## src/cmrc_pkg.sv

```systemverilog
// Package of constants for the CPU module reset controller
package cmrc_pkg;
	// Power-on reset stretch, in ns, and its cycle count at 50 MHz
	localparam int POR_TIME_NS    = 2000;
	localparam int CLK_PERIOD_NS  = 20;
	localparam int POR_CYCLES     = (POR_TIME_NS + CLK_PERIOD_NS - 1) / CLK_PERIOD_NS;
	localparam int POR_CNT_W      = 8;
	// Boot ROM image size, in words
	localparam int ROM_WORDS      = 16;
	localparam int ROM_ADDR_W     = 4;
	localparam int ROM_DATA_W     = 32;
	// Program counter start value after boot load
	localparam logic [31:0] PC_START = 32'h0000_0000;
	// Reset cause encoding
	localparam logic CAUSE_NODE   = 1'b1;
	localparam logic CAUSE_SYSTEM = 1'b0;
	// Boot loader states
	typedef enum logic [1:0] {CMRC_IDLE, CMRC_LOAD, CMRC_RUN} cmrc_boot_t;
endpackage

```

## src/cmrc_top.sv

```systemverilog
// CPU module reset controller: sources, combination, chip reset and boot load
// How it works
// Power-up produces a local module reset
// Backplane reset line fully initializes module
// Any node or panel may drive backplane reset
// Node reset bit resets this module only
// Serial port resets processor chip alone
// After chip reset: load ROM, PC zero, run
// Cause flag tells node from system reset
// Sources merge, assert async, release synchronously
`timescale 1ns/1ps
module cmrc_top (
	// Clock and power-on reset
	input  wire logic                            clk,
	input  wire logic                            rst_n,
	// Reset requests from outside the clock domain
	input  wire logic                            sys_reset_in,
	input  wire logic                            panel_reset_line,
	// Node reset bit from the node control register (same clock)
	input  wire logic                            node_reset_bit,
	// Chip reset request from the serial I/O port (same clock)
	input  wire logic                            sio_chip_reset,
	// Backplane reset driven out on behalf of the panel
	output logic                                 sys_reset_out,
	// Module-wide reset, active low
	output logic                                 module_rst_n,
	// Processor chip reset, active low
	output logic                                 chip_rst_n,
	// Boot serial ROM read port
	output logic [cmrc_pkg::ROM_ADDR_W-1:0]      rom_addr,
	input  wire logic [cmrc_pkg::ROM_DATA_W-1:0] rom_data,
	// Internal cache write port
	output logic                                 cache_we,
	output logic [cmrc_pkg::ROM_ADDR_W-1:0]      cache_addr,
	output logic [cmrc_pkg::ROM_DATA_W-1:0]      cache_data,
	// Execution start
	output logic [31:0]                          pc,
	output logic                                 run,
	// Reset cause, readable by software
	output logic                                 reset_cause_flag
);
	// Local widths, so that counters and their end points match bit for bit
	localparam int                            PW        = cmrc_pkg::POR_CNT_W;
	localparam int                            AW        = cmrc_pkg::ROM_ADDR_W;
	localparam int                            DW        = cmrc_pkg::ROM_DATA_W;
	// Last count of the power-on stretch
	localparam logic [PW-1:0]                 POR_LAST  = PW'(cmrc_pkg::POR_CYCLES);
	// Step of the power-on counter
	localparam logic [PW-1:0]                 POR_STEP  = PW'(1);
	// Last word of the boot image
	localparam logic [AW-1:0]                 ROM_LAST  = AW'(cmrc_pkg::ROM_WORDS - 1);
	// Step of the boot address counter
	localparam logic [AW-1:0]                 ADDR_STEP = AW'(1);

	// Power pin after its own two flip-flops
	logic                                     por_rst_n;
	// Backplane reset line synchronizer
	logic                                     sys_s1_q;
	logic                                     sys_s1_d;
	logic                                     sys_s2_q;
	logic                                     sys_s2_d;
	// Panel reset line synchronizer
	logic                                     pan_s1_q;
	logic                                     pan_s1_d;
	logic                                     pan_s2_q;
	logic                                     pan_s2_d;
	// Power-on stretch counter
	logic [PW-1:0]                            por_cnt_q;
	logic [PW-1:0]                            por_cnt_d;
	// Stretch still running
	logic                                     por_busy;
	// Registered module reset request, so the async reset sees no glitch
	logic                                     mod_req_q;
	logic                                     mod_req_d;
	// Merged module reset request, active low
	logic                                     mod_req_n;
	// Registered serial port chip reset request
	logic                                     sio_q;
	logic                                     sio_d;
	// Merged chip reset request, active low
	logic                                     chip_req_n;
	// Reset cause, survives module and chip resets
	logic                                     cause_q;
	logic                                     cause_d;
	// Boot loader state
	cmrc_pkg::cmrc_boot_t                     state_q;
	cmrc_pkg::cmrc_boot_t                     state_d;
	// Boot ROM read address
	logic [AW-1:0]                            addr_q;
	logic [AW-1:0]                            addr_d;
	// Cache write port registers
	logic                                     cache_we_q;
	logic                                     cache_we_d;
	logic [AW-1:0]                            cache_addr_q;
	logic [AW-1:0]                            cache_addr_d;
	logic [DW-1:0]                            cache_data_q;
	logic [DW-1:0]                            cache_data_d;
	// Execution start registers
	logic [31:0]                              pc_q;
	logic [31:0]                              pc_d;
	logic                                     run_q;
	logic                                     run_d;

	// Power pin: asserts at once, releases two clocks later
	cmrc_sync por_sync_u (
		.clk       (clk),
		.req_n     (rst_n),
		.rst_out_n (por_rst_n)
	);

	// Input synchronizers: next values
	always_comb begin
		sys_s1_d = sys_reset_in;
		sys_s2_d = sys_s1_q;
		pan_s1_d = panel_reset_line;
		pan_s2_d = pan_s1_q;
	end

	// Input synchronizers: only the second stage is read by logic
	always_ff @(posedge clk or negedge por_rst_n) begin
		if (!por_rst_n) begin
			sys_s1_q <= 1'b0;
			sys_s2_q <= 1'b0;
			pan_s1_q <= 1'b0;
			pan_s2_q <= 1'b0;
		end else begin
			sys_s1_q <= sys_s1_d;
			sys_s2_q <= sys_s2_d;
			pan_s1_q <= pan_s1_d;
			pan_s2_q <= pan_s2_d;
		end
	end

	// Panel keyswitch is passed on to the backplane line for all nodes
	assign sys_reset_out = pan_s2_q;

	// Power-on stretch: holds the module in reset while supplies settle
	assign por_busy = (por_cnt_q != POR_LAST);

	// Power-on stretch: count up once, then hold at the end point
	always_comb begin
		por_cnt_d = por_cnt_q;
		if (por_busy) begin
			por_cnt_d = por_cnt_q + POR_STEP;
		end
	end

	// Power-on stretch register
	always_ff @(posedge clk or negedge por_rst_n) begin
		if (!por_rst_n) begin
			por_cnt_q <= '0;
		end else begin
			por_cnt_q <= por_cnt_d;
		end
	end

	// Module request: power-up, backplane line or node bit
	always_comb begin
		mod_req_d = por_busy | sys_s2_q | node_reset_bit;
	end

	// Module request register; starts asserted so reset is held from power-up
	always_ff @(posedge clk or negedge por_rst_n) begin
		if (!por_rst_n) begin
			mod_req_q <= 1'b1;
		end else begin
			mod_req_q <= mod_req_d;
		end
	end

	// Only flip-flop outputs enter the async reset, never a live input
	assign mod_req_n = por_rst_n & ~mod_req_q;

	// Module reset: async assertion, release two clocks later
	cmrc_sync mod_sync_u (
		.clk       (clk),
		.req_n     (mod_req_n),
		.rst_out_n (module_rst_n)
	);

	// Reset cause: backplane reset outranks a node reset in the same cycle
	always_comb begin
		cause_d = cause_q;
		if (sys_s2_q) begin
			cause_d = cmrc_pkg::CAUSE_SYSTEM;
		end else if (node_reset_bit) begin
			cause_d = cmrc_pkg::CAUSE_NODE;
		end
	end

	// Reset cause register; cleared by power-up only, so software can read it
	always_ff @(posedge clk or negedge por_rst_n) begin
		if (!por_rst_n) begin
			cause_q <= cmrc_pkg::CAUSE_SYSTEM;
		end else begin
			cause_q <= cause_d;
		end
	end

	// Reset cause output
	assign reset_cause_flag = cause_q;

	// Serial port chip reset: next value
	always_comb begin
		sio_d = sio_chip_reset;
	end

	// Serial port request register, cleared with the module
	always_ff @(posedge clk or negedge module_rst_n) begin
		if (!module_rst_n) begin
			sio_q <= 1'b0;
		end else begin
			sio_q <= sio_d;
		end
	end

	// Chip reset follows the module reset, or the serial port alone
	assign chip_req_n = module_rst_n & ~sio_q;

	// Chip reset: the serial port path leaves module_rst_n untouched
	cmrc_sync chip_sync_u (
		.clk       (clk),
		.req_n     (chip_req_n),
		.rst_out_n (chip_rst_n)
	);

	// Boot loader: copy the ROM word by word, then start at the reset PC
	always_comb begin
		state_d      = state_q;
		addr_d       = addr_q;
		cache_we_d   = 1'b0;
		cache_addr_d = cache_addr_q;
		cache_data_d = cache_data_q;
		pc_d         = pc_q;
		run_d        = run_q;
		case (state_q)
			cmrc_pkg::CMRC_IDLE: begin
				// First cycle after chip reset release
				addr_d  = '0;
				state_d = cmrc_pkg::CMRC_LOAD;
			end
			cmrc_pkg::CMRC_LOAD: begin
				// ROM is read combinationally, so the word is ready now
				cache_we_d   = 1'b1;
				cache_addr_d = addr_q;
				cache_data_d = rom_data;
				if (addr_q == ROM_LAST) begin
					pc_d    = cmrc_pkg::PC_START;
					run_d   = 1'b1;
					state_d = cmrc_pkg::CMRC_RUN;
				end else begin
					addr_d = addr_q + ADDR_STEP;
				end
			end
			cmrc_pkg::CMRC_RUN: begin
				// Executing; only a chip reset brings the loader back
				run_d = 1'b1;
			end
			default: begin
				state_d = cmrc_pkg::CMRC_IDLE;
			end
		endcase
	end

	// Boot loader registers, cleared by the chip reset
	always_ff @(posedge clk or negedge chip_rst_n) begin
		if (!chip_rst_n) begin
			state_q      <= cmrc_pkg::CMRC_IDLE;
			addr_q       <= '0;
			cache_we_q   <= 1'b0;
			cache_addr_q <= '0;
			cache_data_q <= '0;
			pc_q         <= cmrc_pkg::PC_START;
			run_q        <= 1'b0;
		end else begin
			state_q      <= state_d;
			addr_q       <= addr_d;
			cache_we_q   <= cache_we_d;
			cache_addr_q <= cache_addr_d;
			cache_data_q <= cache_data_d;
			pc_q         <= pc_d;
			run_q        <= run_d;
		end
	end

	// Boot ROM and cache ports, all driven from flip-flops
	assign rom_addr   = addr_q;
	assign cache_we   = cache_we_q;
	assign cache_addr = cache_addr_q;
	assign cache_data = cache_data_q;
	// Execution start
	assign pc         = pc_q;
	assign run        = run_q;
endmodule

```

## src/cmrc_sync.sv

```systemverilog
// Reset synchronizer: asserts asynchronously, releases on the clock
`timescale 1ns/1ps
module cmrc_sync (
	// Clock and asynchronous reset request, active low
	input  wire logic clk,
	input  wire logic req_n,
	// Synchronized reset, active low
	output logic      rst_out_n
);
	logic s1_q;   // First stage, read only by second stage
	logic s2_q;   // Second stage

	// Two-stage release keeps deassertion clear of metastability
	always_ff @(posedge clk or negedge req_n) begin
		if (!req_n) begin
			s1_q <= 1'b0;
			s2_q <= 1'b0;
		end else begin
			s1_q <= 1'b1;
			s2_q <= s1_q;
		end
	end

	assign rst_out_n = s2_q;
endmodule

```

## config.mk

```make
export PLATFORM = sky130hd
export DESIGN_NAME = cmrc_top
export DESIGN_NICKNAME = d
export VERILOG_FILES = /design/src/cmrc_pkg.sv /design/src/cmrc_top.sv /design/src/cmrc_sync.sv
export SDC_FILE = /design/constraint.sdc
export NUM_CORES = 1
export LEC_CHECK = 0
export BUFFER_PORTS_ARGS = -buffer_cell sky130_fd_sc_hd__clkbuf_2
export CORE_MARGIN = 8
export CORE_UTILIZATION = 35
export CTS_BUF_LIST = sky130_fd_sc_hd__clkbuf_16
export DETAILED_ROUTE_END_ITERATION = 10
export GPL_ROUTABILITY_DRIVEN = 1
export PLACE_DENSITY_LB_ADDON = 0.25
export SLEW_MARGIN = 30
export SYNTH_ARGS = -nofsm -noshare
export SYNTH_HDL_FRONTEND = slang
export SYNTH_SLANG_ARGS = --single-unit
```

## constraint.sdc

```tcl
create_clock -name clk -period 3.5 [get_ports clk]
set_input_delay 0.7 -clock clk [delete_from_list [all_inputs] [get_ports clk]]
set_output_delay 0.7 -clock clk [all_outputs]
set_load 0.05 [all_outputs]
```

-- Word-level counts from Yosys, hierarchy flattened
Cells that the tools add are included.
- register bits: 65
- bits of input ports: 38
- output and inout port bits: 78
- logic and storage cells: 51
- add/subtract/negate cells: 2
- equal/unequal tests: 6
- mux-type cells: 9
- bitwise gates (word level): 7
- reduce and logical (&&, ||, !) cells: 7
- operators with widths (kind ; count):
    $add A8 B1 Y8 const B ; 1
    $ne A8 B7 Y1 const B ; 1
    $pmux W4 S2 ; 1
    $pmux W2 S3 ; 1
    $reduce_and A2 Y1 ; 3
    $reduce_bool A2 Y1 ; 3
    $add A4 B1 Y4 const B ; 1
    $eq A4 B4 Y1 const B ; 1
    $mux W1 ; 4
    $mux W4 ; 1
    $ne A2 B2 Y1 const B ; 2
    $not A1 Y1 ; 3
    $and A1 B1 Y1 ; 2
    $eq A2 B1 Y1 const B ; 1
    $eq A2 B2 Y1 const B ; 1
    $logic_not A2 Y1 ; 1
    $mux W2 ; 1
    $or A1 B1 Y1 ; 2
    $pmux W1 S2 ; 1

-- Longest topological paths before layout
Gate-level depths: netlist (run 1).
- word-level depth: 3
- gate-level depth with buffers: 5
- depth with buffers taken out: 5

-- Hierarchy
Synthesis (run 1) repeated with hierarchy kept, for this count alone.
- cell total of the unflattened synthesis: 199
- area total of the unflattened synthesis: 2815.2 µm²
- by module, submodules not included (module ; times used ; cells each ; area an instance (µm²) ; sequential area each (µm²)):
    cmrc_top ; 1 ; 190 ; 2653.8 ; 1477.7
    cmrc_sync ; 3 ; 3 ; 53.8 ; 50.0

-- Least setup slack after synthesis (run 1)
OpenSTA, ideal clock, no wires.
- kind: reg2out
- from: reg chip_sync_u.s2_q, in the netlist chip_sync_u.rst_out_n
- to: out chip_rst_n
- arrival time: 1.537 ns
- required time: 2.800 ns
- path slack: 1.263 ns
- stages on the path, launching flop included: 1
- path buffers: 0
- path through: dfrtp_1
- RTL lines (element ; RTL line ; RTL):
    from (decl) ; cmrc_sync.sv:11 ; logic s2_q;
    from (signal assigned) ; cmrc_sync.sv:20 ; s2_q <= s1_q;
    to (decl) ; cmrc_top.sv:28 ; output logic chip_rst_n,
No word-level cell between the ends.

-- Final worst setup path (run 1)
- from: reg state_q[1]
- to: reg cache_data_q[8], in the netlist cache_data[8]
- word-level cells in the longest chain between the ends: 1
- RTL lines (element ; RTL line ; RTL):
    from (decl) ; cmrc_top.sv:86 ; cmrc_pkg::cmrc_boot_t state_q;
    from (signal assigned) ; cmrc_top.sv:268 ; state_q <= cmrc_pkg::CMRC_IDLE;
    from (signal assigned) ; cmrc_top.sv:276 ; state_q <= state_d;
    $eq A2 B1 Y1 ; cmrc_top.sv:236 ; case (state_q)
    to (signal assigned) ; cmrc_top.sv:280 ; cache_data_q <= cache_data_d;
    to (decl) ; cmrc_top.sv:96 ; logic [DW-1:0] cache_data_q;
Every way passes these cells.
A chain may end at the register's enable or synchronous reset.

==> run_results.csv, run 1 <==
group,metric,value,unit
power,pwr_density_cell,512,nW/µm²
clock_network,root_buffer,"clkbuf_16",
sta,worst_slew_pin_slew,0.952,ns
detailed_routing,ant_nets,0,
die,ioPinCount,116,
synth,syn_inst,197,
sta,max_freq,516,MHz
clock_network,cts.sinks,65,
grt,antenna_found_initial,0,
place,hpwl,4090,µm
synth,synth.distinct_cells,36,
die,fp.dieH,107,µm
clock_network,clock_path_buffers,2,
grt,grt_overflow,0,
worst_setup_path,criticalPathCategory,"reg -> reg",
worst_setup_path,cp.required,3.70,ns
sta,finalHoldViolCount,0,
synth,synth_top_cell_by_area,"dfrtp_1",
detailed_routing,wl_met2,2360,µm
worst_setup_path,worst_setup_path_end_kind,"flip-flop",
detailed_routing,routed-wl-met3,501,µm
layout,n_antenna_cell,0,
sta,period_needed,1.94,ns
die,start_util,0.356,
power,p_switching,502,µW
synth,synth_area,2880,µm²
status,status,"completed",
die,rows,33,
layout,drive_gt1_frac,0.490,
sta,report.final.slew_viol_count,0,
clock_network,cts-buffers-inserted,9,
sta,finalSetupViolations,0,
power,p_seq_frac,0.442,
sta,finalClockSkew,0.00471,ns
synth,synth.most_common_cell,"dfrtp_1",
worst_setup_path,crit_fanout,26,
grt,grt_pass1_wl,9430,µm
die,die-area,11400,µm²
detailed_routing,route.layer.met1.wl,2690,µm
die,die_x,107,µm
layout,final_cells,399,
synth,ys_warn_count,0,
clock_network,cts_setup_buffers,0,
sta,rsz0062_at_grt,"no",
detailed_routing,wirelength,5590,µm
clock_network,cts_resized,0,
layout,area_delta_synth_final,21.8,%
synth,syn_avg_cell_area,14.6,µm²
detailed_routing,drc,0,
synth,synth-seq-cells,65,
detailed_routing,dr.max_layer_used,"met4",
power,swShare,0.279,
detailed_routing,drt_pass1_iterations,4,
place,routabilityCongestion,0.736,
clock_network,clk_latency,0.32,ns
sta,tns,0,ns
clock_network,cts-htree-levels,3,
place,io_buffers,83,
power,p_int,1300,µW
detailed_routing,wl_per_cell,14.0,µm
synth,netlist.area_leader.share,0.556,
detailed_routing,drt_iter0_drc,47,
power,leakage,0.00174,µW
place,dp.cells,383,
synth,yosys-top-cells-count,"dfrtp_1, mux2_4, buf_4, nand2_1, nand3_1",
grt,track_usage,0.104,
grt,grt_max_degree,45,
clock_network,hold_buffers,0,
run,maxCapViolations,0,
power,peakVddDrop,255,µV
clock_network,clk_pin_slew,0.05,ns
synth,synthArstFlopShare,1.00,
layout,nets,330,
power,p_clk_frac,0.426,
hold_path,hold_class,"reg -> async",
synth,ys_seq_area_frac,0.565,
detailed_routing,vias_per_cell,4.17,
sta,relSlewSlack,0.364,
synth,synth-edff-count,0,
layout,fillCellCount,809,
die,design.core.area,8090,µm²
synth,ys.flop_type,"dfrtp_1",
sta,period_share,0.553,
worst_setup_path,cp_data_arrival_time,2.13,ns
power,combPwrFrac,0.133,
detailed_routing,vias,1664,
clock_network,cts_tree,"yes",
grt,grt_pass1_vias,1794,
synth,netlist_top_cells_area,"dfrtp_1, mux2_4, buf_4",
worst_setup_path,critPathLaunchType,"flip-flop",
path summary, 6_finish.rpt:
| check | start | slack [ns] | to | depth (start not counted) |
|---|---|---|---|---|
| setup / recovery | state_q[1] | 1.56 | cache_data[8] | 3 |
| hold / removal | mod_sync_u.rst_out_n | 0.03 | sio_q | 0 |
| setup reg to reg | state_q[1] | 1.56 | cache_data[8] | 3 |
| hold reg to reg | mod_sync_u.rst_out_n | 0.03 | sio_q | 0 |
| max in group asynchronous | por_sync_u.rst_out_n | 2.68 | mod_sync_u.s1_q | 1 |
| min in group clk | chip_sync_u.s1_q | 0.35 | chip_sync_u.rst_out_n | 0 |
final cells by class:
type | count | area (µm²) | share of cell area
multi-input combinational | 125 | 1040 | 0.296
tap | 105 | 131 | 0.0374
timing repair buffer | 85 | 443 | 0.126
inverter | 3 | 11.3 | 0.00321
clock buffer | 9 | 225 | 0.0641
clock inverter | 7 | 31.3 | 0.00891
sequential | 65 | 1630 | 0.464
registers in the layout (all words and copies together) (netlist names), 2 cells and up:
signal,flops
rom_addr,4
cache_addr,4
por_cnt_q,8
state_q,2
cache_data,32
per-stage QoR:
stage / utilization / total power [µW] / instance area (µm²) / hold WS, ns / worst slack (ns)
after floorplan: - / 1020 / 3010 / 0.145 / 1.26
after global placement: 0.402 / 1050 / 3260 / 0.0211 / 1.55
after detailed placement: 0.402 / 1050 / 3260 / 0.0296 / 1.53
after CTS: 0.434 / 1830 / 3510 / 0.0353 / 1.52
after global routing: 0.434 / 1880 / 3510 / 0.0401 / 1.45
final: 0.434 / 1800 / 3510 / 0.0296 / 1.56
placed cells by master, fill, tap and decap left out, types with 3 or more instances in the layout:
master / instances
clkbuf_2: 83
dfrtp_1: 63
mux2_4: 35
conb_1: 35
clkbuf_16: 9
nand2_1: 8
nand3_1: 7
inv_1: 5
nor2_1: 5
clkinv_2: 4
a21oi_1: 3
xor2_1: 3
ha_1: 3
worst max-delay path, stage by stage, from the launching register on:
cell     delay (ns)
dfrtp_1        0.43
nor2b_4        0.77
buf_12         0.27
mux2_2         0.35
layer usage:
metal	vias up	global-route usage
li1	781	-
met1	815	0.137
met2	64	0.144
met3	4	0.0540
met4	0	0.0302
met5	-	0
power by group through the flow:
stage          logic [µW]  clock network (µW)  registers (µW)
2_1_floorplan         131                   0             889
3_3_place_gp          238                   0             807
3_5_place_dp          240                   0             807
4_1_cts               240                 795             795
5_1_grt               252                 833             798
6_report              238                 766             795
cell families after synthesis:
logic type               Yosys count  synth area share
adder cells (fa/ha/maj)            3            0.0130
XOR/XNOR                           5            0.0152
flip-flops                        65             0.565
multiplexers                      38             0.194
AND/OR/NAND/NOR                   34            0.0664
other                              2           0.00261
AO/OA/AOI/OAI                     10            0.0256
buffers and inverters             40             0.119
Note: power is estimated with default switching activity, not from simulation.
==> run 2: changes to the inputs <==
- ABC_AREA: unset -> 1
- clock period: 3.5 -> 1.6 ns (I/O delays scaled with it)
==> run 2 against run 1 <==
Register-to-register slack got worse by 1.3 ns. Synthesized cell count increased by 53%. Critical path depth decreased by 2. Via count increased by 23%. Setup slack got worse by 1.4 ns. Critical endpoint is now rom_addr[2]. Largest cell class unchanged. Largest power group is now clock.
==> run_results.csv, run 2 <==
group,metric,value,unit
synth,synth-edff-count,0,
synth,yosys-top-cells-count,"nand2_1, dfrtp_1, buf_4, inv_1, nand3_1",
die,start_util,0.360,
place,io_buffers,83,
worst_setup_path,cpPeakStageDelay,0.48,ns
layout,multi_input_area,893,µm²
layout,seqCellArea,1630,µm²
worst_setup_path,cp_cell_sequence,"clkbuf_2",
place,dp.cells,484,
clock_network,cts-htree-levels,3,
detailed_routing,vias,2048,
worst_setup_path,critPathLaunchType,"flip-flop",
sta,finalHoldViolCount,0,
power,pwr_density_cell,1220,nW/µm²
layout,area_delta_synth_final,27.4,%
worst_setup_path,cp_data_arrival_time,1.14,ns
detailed_routing,drc,0,
die,design.core.area,7690,µm²
worst_setup_path,worst-path-buf-inv,1,
worst_setup_path,crit_start,"rom_addr[2]",
clock_network,clock_path_buffers,2,
worst_setup_path,crit_fanout,8,
worst_setup_path,cp_top_family,"flip-flops",
sta,finalClockSkew,0.00362,ns
layout,final_cell_mix,"nand2_1, clkbuf_2, dfrtp_1, conb_1",
place,routabilityCongestion,0.750,
detailed_routing,wl_per_cell,12.3,µm
die,die_x,105,µm
worst_setup_path,cp.required,1.28,ns
synth,syn_avg_cell_area,9.19,µm²
synth,ys.flop_type,"dfrtp_1",
synth,synth_area,2770,µm²
synth,syn_inst,301,
synth,synth-seq-cells,65,
synth,netlist_top_cells_area,"dfrtp_1, nand2_1, buf_4",
clock_network,cts_setup_buffers,0,
layout,largest_reg_flops,32,
synth,ys_seq_area_frac,0.588,
sta,relSlewSlack,0.637,
sta,rsz0062_at_grt,"no",
grt,grt_pass1_vias,2155,
sta,worst_slew_pin_slew,0.545,ns
synth,synth.most_common_cell,"nand2_1",
die,die-area,11000,µm²
place,hpwl,4690,µm
clock_network,cts_resized,0,
grt,antenna_found_initial,0,
clock_network,cts.sinks,65,
power,peakVddDrop,574,µV
sta,report.final.slew_viol_count,0,
synth,netlist.area_leader.share,0.579,
status,status,"completed",
layout,mostFrequentLayoutCell,"nand2_1",
clock_network,clk_latency,0.32,ns
clock_network,clk_pin_slew,0.05,ns
detailed_routing,vias_per_cell,4.09,
worst_setup_path,criticalPathCategory,"reg -> out",
clock_network,cts-buffers-inserted,9,
synth,synthArstFlopShare,1.00,
clock_network,hold_buffers,1,
detailed_routing,wirelength,6170,µm
power,power,4290,µW
hold_path,hold_class,"reg -> async",
grt,track_usage,0.117,
synth,synth_top_cell_by_area,"dfrtp_1",
sta,period_needed,1.46,ns
sta,finalSetupViolations,0,
clock_network,root_buffer,"clkbuf_16",
sta,max_freq,687,MHz
grt,grt_max_degree,45,
layout,fillCellCount,786,
power,leakage,0.00197,µW
die,fp.dieH,105,µm
synth,synth.distinct_cells,21,
synth,ys_warn_count,0,
detailed_routing,drt_pass1_iterations,4,
worst_setup_path,worst_setup_path_end_kind,"primary output",
run,maxCapViolations,0,
detailed_routing,drt_iter0_drc,51,
sta,period_share,0.909,
layout,final_cells,501,
die,ioPinCount,116,
grt,grt_pass1_wl,10500,µm
layout,n_antenna_cell,0,
sta,tns,0,ns
clock_network,cts_tree,"yes",
worst_setup_path,r2r-start,"por_cnt_q[0]",
worst_setup_path,cp_slowest_cell,"dfrtp_1",
layout,nets,435,
layout,drive_gt1_frac,0.278,
die,rows,32,
grt,grt_overflow,0,
detailed_routing,ant_nets,0,
## run 2: per-stage QoR
stage	instance area [µm²]	worst slack, ns	hold WS, ns	utilization
after floorplan	2890	0.123	0.0244	-
after global placement	3200	0.389	0.0279	0.416
after detailed placement	3200	0.283	0.0290	0.416
after CTS	3520	0.150	0.0333	0.458
after global routing	3520	0.0770	0.0437	0.458
final	3520	0.145	0.0282	0.458
## run 2: kinds of logic after synthesis
group / share of synthesized area
xor+xnor: 0.00317
flops: 0.588
buf+inv: 0.133
simple gates: 0.251
compound gates: 0.00724
other cells: 0.00271
fa+ha+maj: 0.0136
## run 2: cell type report
cell class / count / area share
inverter: 16 / 0.0170
sequential: 65 / 0.462
clock inverter: 7 / 0.0266
clock buffer: 9 / 0.0639
tap: 102 / 0.0362
multi-input combinational: 214 / 0.253
timing repair buffer: 88 / 0.141
## run 2: power breakdown
group          leakage, µW  switching, µW  internal [µW]  total (µW)
clock network     0.000153            688           1360        2050
registers         0.000744           32.7           1700        1740
logic              0.00108            417           89.8         507
total              0.00197           1140           3150        4290
## run 2: worst paths after layout
check | slack (ns) | endpoint | depth (start not counted)
setup reg to reg | 0.26 | por_cnt_q[1] | 7
min in group clk | 0.10 | sio_q | 1
hold reg to reg | 0.03 | sio_q | 0
setup / recovery | 0.14 | rom_addr[2] | 1
hold / removal | 0.03 | sio_q | 0
max in group asynchronous | 0.76 | cache_addr[1] | 1
## run 2: per-layer routing
layer	part of all wire	global-route usage	wire length (µm)	up-vias
met5	0	0	0	-
met4	0.0026	0.0398	16	0
met3	0.086	0.0577	529	2
met2	0.46	0.180	2860	70
met1	0.45	0.139	2770	935
li1	-	-	-	1041
==> run 3: changes to the inputs <==
- CORE_UTILIZATION: 35 -> 43
==> run 3 against run 2 <==
Non-clock buffer count unchanged. Register-to-register slack better by 0.05 ns. Final cell count down 5.2%. Highest routed layer unchanged. Global-route usage up 1.1 points. Sequential power about the same. Total power down 9.1%. Combinational power about the same. Clock skew about the same. Largest power group is now sequential cells. First-iteration DRC count up 35%.
==> run_results.csv, run 3 (synthesis gave the netlist of run 2 again) <==
group,metric,value,unit
detailed_routing,drt_iter0_drc,69,
clock_network,clk_latency,0.32,ns
sta,worst_slew_pin_slew,0.556,ns
worst_setup_path,cp_cell_sequence,"clkbuf_2",
grt,grt_pass1_wl,9230,µm
worst_setup_path,cp_data_arrival_time,1.11,ns
die,ioPinCount,116,
layout,n_antenna_cell,0,
layout,nets,435,
grt,track_usage,0.128,
power,peakVddDrop,747,µV
sta,period_needed,1.43,ns
worst_setup_path,cpPeakStageDelay,0.46,ns
clock_network,cts_resized,0,
clock_network,cts.sinks,65,
grt,grt_pass1_vias,2007,
sta,finalHoldViolCount,0,
worst_setup_path,criticalPathCategory,"reg -> out",
worst_setup_path,critPathLaunchType,"flip-flop",
hold_path,hold_class,"reg -> async",
sta,rsz0062_at_grt,"no",
worst_setup_path,cp.required,1.28,ns
die,rows,29,
run,maxCapViolations,0,
clock_network,cts-buffers-inserted,9,
die,fp.dieH,96.2,µm
layout,mostFrequentLayoutCell,"nand2_1",
clock_network,cts-htree-levels,3,
sta,relSlewSlack,0.630,
clock_network,root_buffer,"clkbuf_16",
clock_network,clock_path_buffers,2,
layout,drive_gt1_frac,0.271,
place,io_buffers,83,
sta,period_share,0.895,
layout,final_cell_mix,"nand2_1, clkbuf_2, dfrtp_1, conb_1, inv_1",
detailed_routing,ant_nets,0,
clock_network,cts_tree,"yes",
detailed_routing,wl_per_cell,12.4,µm
die,die-area,9260,µm²
sta,tns,0,ns
detailed_routing,vias_per_cell,4.37,
worst_setup_path,r2r-end,"por_cnt_q[0]",
layout,final_area,3430,µm²
worst_setup_path,crit_fanout,8,
detailed_routing,wirelength,5910,µm
clock_network,hold_buffers,1,
die,die_x,96.2,µm
detailed_routing,vias,2074,
place,routabilityCongestion,0.744,
power,leakage,0.00195,µW
sta,finalSetupViolations,0,
grt,antenna_found_initial,0,
worst_setup_path,r2r-start,"por_cnt_q[0]",
power,pwr_density_cell,1140,nW/µm²
grt,grt_overflow,0,
place,place_area,3160,µm²
sta,report.final.slew_viol_count,0,
layout,fillCellCount,578,
grt,grt_max_degree,45,
layout,largest_reg_flops,32,
clock_network,clk_pin_slew,0.05,ns
worst_setup_path,cp_slowest_cell,"dfrtp_1",
worst_setup_path,cp_top_family,"flip-flops",
die,start_util,0.441,
detailed_routing,drc,0,
place,hpwl,4380,µm
die,design.core.area,6280,µm²
worst_setup_path,ff2ff_path_depth,7,
worst_setup_path,r2r_slack,0.31,ns
sta,max_freq,699,MHz
detailed_routing,drt_pass1_iterations,4,
layout,area_delta_synth_final,23.9,%
worst_setup_path,worst_setup_path_end_kind,"primary output",
worst_setup_path,worst-path-buf-inv,1,
sta,finalClockSkew,0.00386,ns
clock_network,cts_setup_buffers,0,
status,status,"completed",
## run 3: changes by cell type in the layout (fill, tap and decap cells not counted), sizes merged
| cell | before | now |
|---|---|---|
| bufinv | 2 | 0 |
| inv | 17 | 18 |
## run 3: worst max path at each step
stage / from / to / slack (ns) / cells after the start
5_1_grt: rom_addr[2] / rom_addr[2] / 0.11 / 1
4_1_cts: rom_addr[2] / rom_addr[2] / 0.16 / 1
2_1_floorplan: rom_addr[1] / run / 0.12 / 4
3_3_place_gp: rom_addr[0] / run / 0.40 / 4
3_5_place_dp: por_cnt_q[0] / por_cnt_q[0] / 0.32 / 7
6_report: rom_addr[2] / rom_addr[2] / 0.17 / 1
## run 3: area by class of cell
cell class | count | area (µm²) | share of cell area
multi-input cells | 214 | 893 | 0.261
flip-flops and latches | 65 | 1630 | 0.475
repair buffers | 88 | 495 | 0.145
inverters | 16 | 60.1 | 0.0175
well taps | 77 | 96.3 | 0.0281
clock buffers | 9 | 225 | 0.0657
clock inverters | 6 | 28.8 | 0.00839
## run 3: per-stage QoR
stage,utilization,hold WS (ns),power (µW),instances,setup WS (ns)
after floorplan,-,0.0244,2210,334,0.123
after global placement,0.504,0.0241,2270,459,0.398
after detailed placement,0.504,0.0289,2270,459,0.321
after CTS,0.546,0.0333,3950,475,0.162
after global routing,0.546,0.0395,4070,475,0.108
final,0.546,0.0315,3900,475,0.168
## run 3: power breakdown
group          switching (µW)  internal [µW]
clock                     644           1010
combinational             418           90.0
sequential               30.9           1700
## run 3: routing by layer
| layer | wire, µm | global-route usage | vias up | share of wire |
|---|---|---|---|---|
| met5 | 0 | 0 | - | 0 |
| met4 | 130 | 0.0653 | 0 | 0.022 |
| met3 | 692 | 0.0476 | 14 | 0.12 |
| met2 | 2750 | 0.195 | 74 | 0.46 |
| met1 | 2340 | 0.155 | 951 | 0.40 |
| li1 | - | - | 1035 | - |
